File: config.mk
export PLATFORM = sky130hd
export DESIGN_NAME = dbgeh_top
export DESIGN_NICKNAME = d
export VERILOG_FILES = /design/src/hdl/dbgeh_pkg.sv /design/src/hdl/dbgeh_top.sv
export SDC_FILE = /design/constraint.sdc
export NUM_CORES = 1
export LEC_CHECK = 0
export BUFFER_PORTS_ARGS = -buffer_cell sky130_fd_sc_hd__clkbuf_2
export CAP_MARGIN = 30
export CORE_ASPECT_RATIO = 0.7
export CORE_MARGIN = 3
export CORE_UTILIZATION = 60
export DETAILED_ROUTE_END_ITERATION = 10
export PLACE_DENSITY = 0.78
export SYNTH_ARGS = -nofsm -noshare
export SYNTH_HDL_FRONTEND = slang
export SYNTH_SLANG_ARGS = --single-unit
File: constraint.sdc
create_clock -name i_clk_sys -period 4.65 [get_ports i_clk_sys]
set_clock_uncertainty 0.1 [all_clocks]
set_input_delay 0.93 -clock i_clk_sys [delete_from_list [all_inputs] [get_ports i_clk_sys]]
set_output_delay 0.93 -clock i_clk_sys [all_outputs]
set_load 0.05 [all_outputs]
File: src/hdl/dbgeh_pkg.sv
// constants and state codes for the debug entry handshake block
package dbgeh_pkg;
    // ------------------------------------------------------------------
    // link framing, fixed and never configurable
    // ------------------------------------------------------------------
    localparam int unsigned CLK_HZ      = 40_000_000;
    localparam int unsigned BAUD        = 9600;
    localparam int unsigned DATA_BITS   = 8;
    localparam int unsigned STOP_BITS   = 1;
    // start + data + stop
    localparam int unsigned FRAME_BITS  = 1 + DATA_BITS + STOP_BITS;

    // ------------------------------------------------------------------
    // probe and acknowledge bytes
    // ------------------------------------------------------------------
    localparam logic [7:0]  PROBE_BYTE  = 8'h00;
    localparam logic [7:0]  ACK_BYTE    = 8'h4f;

    // ------------------------------------------------------------------
    // timing: window in ms, cycle counts derived from the clock rate
    // ------------------------------------------------------------------
    localparam int unsigned WINDOW_MS   = 500;
    localparam int unsigned MS_PER_S    = 1000;
    // longest time, rounded down by integer division
    localparam int unsigned WINDOW_CYC  = (CLK_HZ / MS_PER_S) * WINDOW_MS;
    localparam int unsigned BIT_CYC     = CLK_HZ / BAUD;

    // ------------------------------------------------------------------
    // entry states, gray coded along probe -> wait -> outcome
    // ------------------------------------------------------------------
    typedef enum logic [2:0] {
        DBGEH_ST_BOOT   = 3'h0,
        DBGEH_ST_PROBE  = 3'h1,
        DBGEH_ST_WAIT   = 3'h3,
        DBGEH_ST_NORMAL = 3'h2,
        DBGEH_ST_DEBUG  = 3'h7
    } dbgeh_state_e;
endpackage : dbgeh_pkg

File: src/hdl/dbgeh_top.sv
// boot-time debug entry handshake on the asynchronous debug link
//
// Contract
// - after self-test, send one zero probe byte
// - debug mode only if ack inside 500 ms
// - acknowledge byte must be ASCII O
// - debug entry halts further script execution
// - link fixed at 9600 8N1, not configurable
// - redirect option moves debug to application connector
// - redirect change needs reboot; one run to undo
// - redirected: no application serial send/receive commands
// - dedicated-port debug: no extension card commands
`timescale 1ns/1ps
`default_nettype none

module dbgeh_top #(
    parameter int unsigned P_BIT_CYC = dbgeh_pkg::BIT_CYC,
    parameter int unsigned P_WIN_CYC = dbgeh_pkg::WINDOW_CYC
) (
    input  wire logic i_clk_sys,
    input  wire logic i_rst_n,
    input  wire logic i_selftest_done,
    input  wire logic i_debug_rx,
    input  wire logic i_app_rx,
    input  wire logic i_redirect_cfg,
    input  wire logic i_redirect_record,
    input  wire logic i_script_pass_done,
    output logic      o_debug_tx,
    output logic      o_app_tx,
    output logic      o_app_tx_owned,
    output logic      o_entry_done,
    output logic      o_debug_mode,
    output logic      o_halt_script,
    output logic      o_normal_start,
    output logic      o_debug_on_app,
    output logic      o_app_serial_cmd_en,
    output logic      o_ext_card_cmd_en,
    output logic      o_redirect_record
);
    // ------------------------------------------------------------------
    // sizes and elaboration checks
    // ------------------------------------------------------------------
    localparam int unsigned BW = $clog2(P_BIT_CYC + 1);
    localparam int unsigned WW = $clog2(P_WIN_CYC + 1);
    localparam logic [BW-1:0] BIT_LAST  = BW'(P_BIT_CYC - 1);
    localparam logic [BW-1:0] BIT_HALF  = BW'(P_BIT_CYC / 2);
    localparam logic [WW-1:0] WIN_LAST  = WW'(P_WIN_CYC - 1);
    localparam logic [3:0]    FRM_LAST  = 4'(dbgeh_pkg::FRAME_BITS - 1);

    // mid-bit sampling needs a few cycles per bit
    if (P_BIT_CYC < 4) begin : g_bad_bit
        $error("dbgeh_top: P_BIT_CYC below 4");
    end
    if (P_WIN_CYC < 1) begin : g_bad_win
        $error("dbgeh_top: P_WIN_CYC below 1");
    end

    // ------------------------------------------------------------------
    // pin synchronisers, two flops per receive line
    // ------------------------------------------------------------------
    logic [1:0] rx_pin;
    logic [1:0] rx_meta_r;
    logic [1:0] rx_sync_r;
    assign rx_pin = {i_app_rx, i_debug_rx};

    // one generate per line; first flop read only by the second
    for (genvar g = 0; g < 2; g++) begin : g_sync
        always_ff @(posedge i_clk_sys) begin
            if (!i_rst_n) begin
                rx_meta_r[g] <= 1'b1;
                rx_sync_r[g] <= 1'b1;
            end else begin
                rx_meta_r[g] <= rx_pin[g];
                rx_sync_r[g] <= rx_meta_r[g];
            end
        end
    end

    // ------------------------------------------------------------------
    // state
    // ------------------------------------------------------------------
    dbgeh_pkg::dbgeh_state_e state_r, state_nxt;
    logic          redir_r,     redir_nxt;
    logic          cfg_boot_r,  cfg_boot_nxt;
    logic          record_r,    record_nxt;
    logic [WW-1:0] win_r,       win_nxt;
    logic [9:0]    tx_shift_r,  tx_shift_nxt;
    logic [3:0]    tx_bit_r,    tx_bit_nxt;
    logic [BW-1:0] tx_baud_r,   tx_baud_nxt;
    logic          tx_line_r,   tx_line_nxt;
    logic          rx_busy_r,   rx_busy_nxt;
    logic [3:0]    rx_bit_r,    rx_bit_nxt;
    logic [BW-1:0] rx_baud_r,   rx_baud_nxt;
    logic [7:0]    rx_shift_r,  rx_shift_nxt;
    logic          rx_line;
    logic          rx_done;
    logic          rx_good;

    // receive from whichever connector carries debug this boot
    assign rx_line = redir_r ? rx_sync_r[1] : rx_sync_r[0];

    // ------------------------------------------------------------------
    // next-state logic: entry sequence, probe sender, ack receiver
    // ------------------------------------------------------------------
    always_comb begin
        state_nxt    = state_r;
        redir_nxt    = redir_r;
        cfg_boot_nxt = cfg_boot_r;
        record_nxt   = record_r;
        win_nxt      = win_r;
        tx_shift_nxt = tx_shift_r;
        tx_bit_nxt   = tx_bit_r;
        tx_baud_nxt  = tx_baud_r;
        tx_line_nxt  = tx_line_r;
        rx_busy_nxt  = rx_busy_r;
        rx_bit_nxt   = rx_bit_r;
        rx_baud_nxt  = rx_baud_r;
        rx_shift_nxt = rx_shift_r;
        rx_done      = 1'b0;
        rx_good      = 1'b0;

        // receiver: 8N1, sampled mid-bit, listens only in the window
        if (state_r != dbgeh_pkg::DBGEH_ST_WAIT) begin
            rx_busy_nxt = 1'b0;
        end else if (!rx_busy_r) begin
            if (!rx_line) begin // start edge
                rx_busy_nxt = 1'b1;
                rx_bit_nxt  = 4'h0;
                rx_baud_nxt = BIT_HALF;
            end
        end else if (rx_baud_r != '0) begin
            rx_baud_nxt = rx_baud_r - BW'(1);
        end else begin
            rx_baud_nxt = BIT_LAST;
            rx_bit_nxt  = rx_bit_r + 4'h1;
            if (rx_bit_r == 4'h0) begin
                // glitch, not a start bit: drop it
                rx_busy_nxt = ~rx_line;
            end else if (rx_bit_r == FRM_LAST) begin
                rx_busy_nxt = 1'b0;
                rx_done     = 1'b1;
                // stop bit must be high for a valid byte
                rx_good = rx_line && (rx_shift_r == dbgeh_pkg::ACK_BYTE);
            end else begin
                rx_shift_nxt = {rx_line, rx_shift_r[7:1]}; // lsb first
            end
        end

        // transmitter: shifts the probe frame out lsb first
        if (state_r == dbgeh_pkg::DBGEH_ST_PROBE) begin
            if (tx_baud_r != '0) begin
                tx_baud_nxt = tx_baud_r - BW'(1);
            end else begin
                tx_baud_nxt  = BIT_LAST;
                tx_line_nxt  = tx_shift_r[0];
                tx_shift_nxt = {1'b1, tx_shift_r[9:1]};
                tx_bit_nxt   = tx_bit_r + 4'h1;
            end
        end

        // entry sequence
        case (state_r)
            dbgeh_pkg::DBGEH_ST_BOOT: begin
                if (i_selftest_done) begin
                    state_nxt    = dbgeh_pkg::DBGEH_ST_PROBE;
                    // option only sampled here, so changes need a reboot
                    cfg_boot_nxt = i_redirect_cfg;
                    redir_nxt    = i_redirect_cfg | i_redirect_record;
                    record_nxt   = i_redirect_cfg | i_redirect_record;
                    tx_shift_nxt = {1'b1, dbgeh_pkg::PROBE_BYTE, 1'b0};
                    tx_bit_nxt   = 4'h0;
                    tx_baud_nxt  = '0;
                end
            end
            dbgeh_pkg::DBGEH_ST_PROBE: begin
                // window opens once the stop bit has fully gone out
                if (tx_bit_r == FRM_LAST + 4'h1 && tx_baud_r == '0) begin
                    state_nxt = dbgeh_pkg::DBGEH_ST_WAIT;
                    win_nxt   = '0;
                end
            end
            dbgeh_pkg::DBGEH_ST_WAIT: begin
                win_nxt = win_r + WW'(1);
                if (rx_done && rx_good) begin
                    state_nxt = dbgeh_pkg::DBGEH_ST_DEBUG;
                end else if (rx_done) begin
                    state_nxt = dbgeh_pkg::DBGEH_ST_NORMAL;
                end else if (win_r == WIN_LAST) begin
                    state_nxt = dbgeh_pkg::DBGEH_ST_NORMAL;
                end
            end
            dbgeh_pkg::DBGEH_ST_NORMAL: begin
                // one completed run without the option undoes the redirect
                if (i_script_pass_done && !cfg_boot_r) begin
                    record_nxt = 1'b0;
                end
            end
            default: begin
                // debug mode holds until the next reset
                state_nxt = state_r;
            end
        endcase
    end

    // ------------------------------------------------------------------
    // registers
    // ------------------------------------------------------------------
    always_ff @(posedge i_clk_sys) begin
        if (!i_rst_n) begin
            state_r    <= dbgeh_pkg::DBGEH_ST_BOOT;
            redir_r    <= 1'b0;
            cfg_boot_r <= 1'b0;
            record_r   <= 1'b0;
            win_r      <= '0;
            tx_shift_r <= '1;
            tx_bit_r   <= 4'h0;
            tx_baud_r  <= '0;
            tx_line_r  <= 1'b1;
            rx_busy_r  <= 1'b0;
            rx_bit_r   <= 4'h0;
            rx_baud_r  <= '0;
            rx_shift_r <= 8'h00;
        end else begin
            state_r    <= state_nxt;
            redir_r    <= redir_nxt;
            cfg_boot_r <= cfg_boot_nxt;
            record_r   <= record_nxt;
            win_r      <= win_nxt;
            tx_shift_r <= tx_shift_nxt;
            tx_bit_r   <= tx_bit_nxt;
            tx_baud_r  <= tx_baud_nxt;
            tx_line_r  <= tx_line_nxt;
            rx_busy_r  <= rx_busy_nxt;
            rx_bit_r   <= rx_bit_nxt;
            rx_baud_r  <= rx_baud_nxt;
            rx_shift_r <= rx_shift_nxt;
        end
    end

    // ------------------------------------------------------------------
    // outputs: link pins and mode/permission levels
    // ------------------------------------------------------------------
    // idle line high on the connector not carrying debug
    assign o_debug_tx     = redir_r ? 1'b1 : tx_line_r;
    assign o_app_tx       = redir_r ? tx_line_r : 1'b1;
    assign o_app_tx_owned = redir_r;

    // mode levels straight from the state flops
    assign o_debug_mode   = (state_r == dbgeh_pkg::DBGEH_ST_DEBUG);
    assign o_halt_script  = o_debug_mode;
    assign o_normal_start = (state_r == dbgeh_pkg::DBGEH_ST_NORMAL);
    assign o_entry_done   = o_debug_mode | o_normal_start;
    assign o_debug_on_app = redir_r;
    assign o_redirect_record = record_r;

    // redirected debug owns the application port
    assign o_app_serial_cmd_en = ~redir_r;
    // extension card traffic only blocked when debugging on own port
    assign o_ext_card_cmd_en = ~(o_debug_mode & ~redir_r);
endmodule : dbgeh_top

`default_nettype wire

==> impl_metrics.py <==
metrics = {
    "route": {
        "wl_per_cell_um": 15.9,
        "ant_nets": 0,
        "vias_per_cell": 6.01,
        "wl_met3_um": 631,
        "drtPass1Iterations": 7,
        "drc_errors": 0,
        "drtIter0Drc": 202,
        "met2_length_um": 4070,
        "wirelength_um": 9310,
        "drt-met1-wl_um": 4510,
        "vias": 3530,
        "top_layer_used": "met4",
    },
    "die": {
        "core_area_sq_um": 6520,
        "ios": 19,
        "row_count": 24,
        "die_w_um": 106,
        "die_area_sq_um": 8090,
        "chipHeight_um": 76.1,
        "initial_utilization": 0.647,
    },
    "sta": {
        "drv_slew": 0,
        "tns_ns": 0,
        "timing.final.hold_violations": 0,
        "rsz0062_at_grt": "no",
        "fin_crit_ns": 2.76,
        "fin_hold_ws_ns": 0.322,
        "post-route-period-util": 0.594,
        "setup_violations": 0,
        "slew_headroom": 0.498,
        "fin_ws_ns": 1.89,
        "worstMarginPinSlew_ns": 0.750,
        "max_freq_mhz": 362,
    },
    "worst_setup_path": {
        "crit_required_ns": 3.62,
        "worst-endpoint-arrival_ns": 1.73,
        "crit_start": "state_r[1]",
        "crit_type": "reg2out",
        "rr_endpoint": "rx_shift_r[3]",
        "r2r_cells": 5,
        "cp-endpoint": "o_entry_done",
        "end_kind": "output port",
        "crit_path_start_kind": "flip-flop",
        "reg2reg_from": "rx_baud_r[6]",
        "path_max_fanout": 10,
        "ff2ff_setup_slack_ns": 1.91,
    },
    "layout": {
        "diodes": 0,
        "nets": 509,
        "syn2layout_area_growth_pct": 8.16,
        "drive_gt1_frac": 0.115,
    },
    "synthesis": {
        "yosysTopAreaCell": "dfxtp_1",
        "yosys-top-cells-count": "89 x dfxtp_1, 64 x nor2_1, 32 x nand2_1",
        "synthCells": 483,
        "synth-main-ff-cell": "dfxtp_1",
        "ys_top_cells_by_area": "dfxtp_1 42%, nor2_1 5.7%, mux2i_1 4.3%, nand3_1 3.6%, a21oi_1 3.1%",
        "seq_area_frac_synth": 0.423,
        "yosysWarnings": 0,
        "syn_area_per_cell_sq_um": 8.73,
        "synth.top_cell.area_share": 0.423,
        "ys_async_sr_fraction": 0,
        "syn_nets": 500,
        "ys_ff_latch": 89,
        "syn_area_sq_um": 4220,
        "yosysUniqueCellTypes": 60,
        "synth_enable_flop_cells": 0,
        "synth_most_common_cell": "dfxtp_1",
    },
    "clock_tree": {
        "root_buffer": "clkbuf_8",
        "postCtsResizedCells": 0,
        "clk_pin_slew_worst_paths_ns": 0.09,
        "holdBufCountCts": 0,
        "clock-sinks": 89,
        "cts_max_level": 3,
        "post_cts_buffers": 0,
        "clock_path_buffers": 2,
        "cts_tree": "done",
        "clk_latency_ns": 0.36,
        "cts_buffers": 9,
    },
    "grt": {
        "antenna_found_initial": 0,
        "grt_usage": 0.245,
        "grt_pass1_wl_um": 16300,
        "grt.overflow.total": 0,
        "grt_max_degree": 38,
        "grt_pass1_vias": 3390,
    },
    "run": {
        "cap_violations": 0,
    },
    "pwr": {
        "p_leak_nw": 1.65,
        "ir_drop_v": 0.000210,
        "power.total_mw": 1.65,
        "p_per_area_nw_per_um2": 362,
    },
    "placed_design": {
        "hpwl_um": 6350,
        "io_buffers": 18,
        "place.gp.congestion": 0.885,
        "dp_worst_setup_slack_ns": 1.87,
    },
    "outcome": {
        "outcome": "finished, final reports clean",
    },
    "worst_hold_path": {
        "min_path_type": "reg2reg",
    },
}
[worst max-delay path, cell delays in order, from the launching register on]
cell      delay [ns]
dfxtp_1         0.48
nor3b_1         0.42
or2_2           0.20
clkbuf_2        0.27
[cell type report]
cell class	count	area, sq um
multi-input cells	361	2280
fillers	520	1960
flip-flops and latches	89	1780
clock buffers	9	124
clock inverters	6	115
well taps	91	114
repair buffers	20	105
inverters	11	41.3
[worst min path at each step]
stage	endpoint	cells after the start	start
2_1_floorplan	rx_sync_r[0]	1	rx_meta_r[0]
3_3_place_gp	rx_sync_r[1]	1	rx_meta_r[1]
3_5_place_dp	rx_sync_r[1]	1	rx_meta_r[1]
4_1_cts	rx_sync_r[1]	1	rx_meta_r[1]
5_1_grt	rx_sync_r[1]	1	rx_meta_r[1]
6_report	rx_sync_r[1]	1	rx_meta_r[1]
[cells by family (layout without fill, tap and decap cells)]
group	Yosys count	count (layout)	synth area share
AND/OR/NAND/NOR	225	225	0.296
flip-flops	89	89	0.423
AO/OA/AOI/OAI	86	86	0.127
buffers and inverters	33	46	0.0368
XOR/XNOR	22	22	0.0457
multiplexers	19	19	0.0454
adder cells (fa/ha/maj)	9	9	0.0267
[flip-flops by register name, indices dropped and copies added, names as in the netlist, 2 cells and up]
signal and cells:
rx_baud_r 13, rx_bit_r 4, rx_meta_r 2, rx_shift_r 8, rx_sync_r 2, state_r 3, tx_baud_r 13, tx_bit_r 4
tx_shift_r 10, win_r 25
[routing by layer]
layer / global-route usage / vias to the layer above
met5: 0 / -
met4: 0.0724 / 0
met3: 0.0677 / 13
met2: 0.373 / 108
met1: 0.339 / 1670
li1: - / 1739
[layout by cell type (no fill, tap or decap), drive strengths merged, types with 3 or more instances in the layout]
| cell | Yosys | layout |
|---|---|---|
| o31ai | 9 | 9 |
| inv | 11 | 13 |
| or2 | 6 | 6 |
| bufinv | 0 | 3 |
| nand2b | 9 | 9 |
| xnor2 | 12 | 12 |
| xor2 | 10 | 10 |
| dfxtp | 89 | 89 |
| nor3b | 5 | 5 |
| clkbuf | 16 | 27 |
| nor2 | 65 | 65 |
| nand4 | 13 | 13 |
| or4 | 9 | 9 |
| a31oi | 6 | 6 |
| a21oi | 26 | 26 |
| o211ai | 6 | 6 |
| o21ai | 22 | 22 |
| a211oi | 3 | 3 |
| ha | 9 | 9 |
| mux2i | 18 | 18 |
| nand3 | 30 | 30 |
| nand3b | 5 | 5 |
| nand2 | 33 | 33 |
| nor3 | 12 | 12 |
| o21a | 5 | 5 |
| nor4 | 7 | 7 |
| or3 | 7 | 7 |
| and3 | 9 | 9 |
[where the power goes]
group	switching, mW	internal (mW)
sequential	0.0260	0.791
combinational	0.121	0.0715
clock	0.284	0.358
total	0.431	1.22
[per-stage QoR]
stage	utilization	cell area, sq um	cells
6_report	0.700	4560	587
5_1_grt	0.700	4560	587
4_1_cts	0.700	4560	587
3_5_place_dp	0.663	4320	572
3_3_place_gp	0.663	4320	572
2_1_floorplan	-	4220	483
Note: power is estimated with default switching activity, not from simulation.
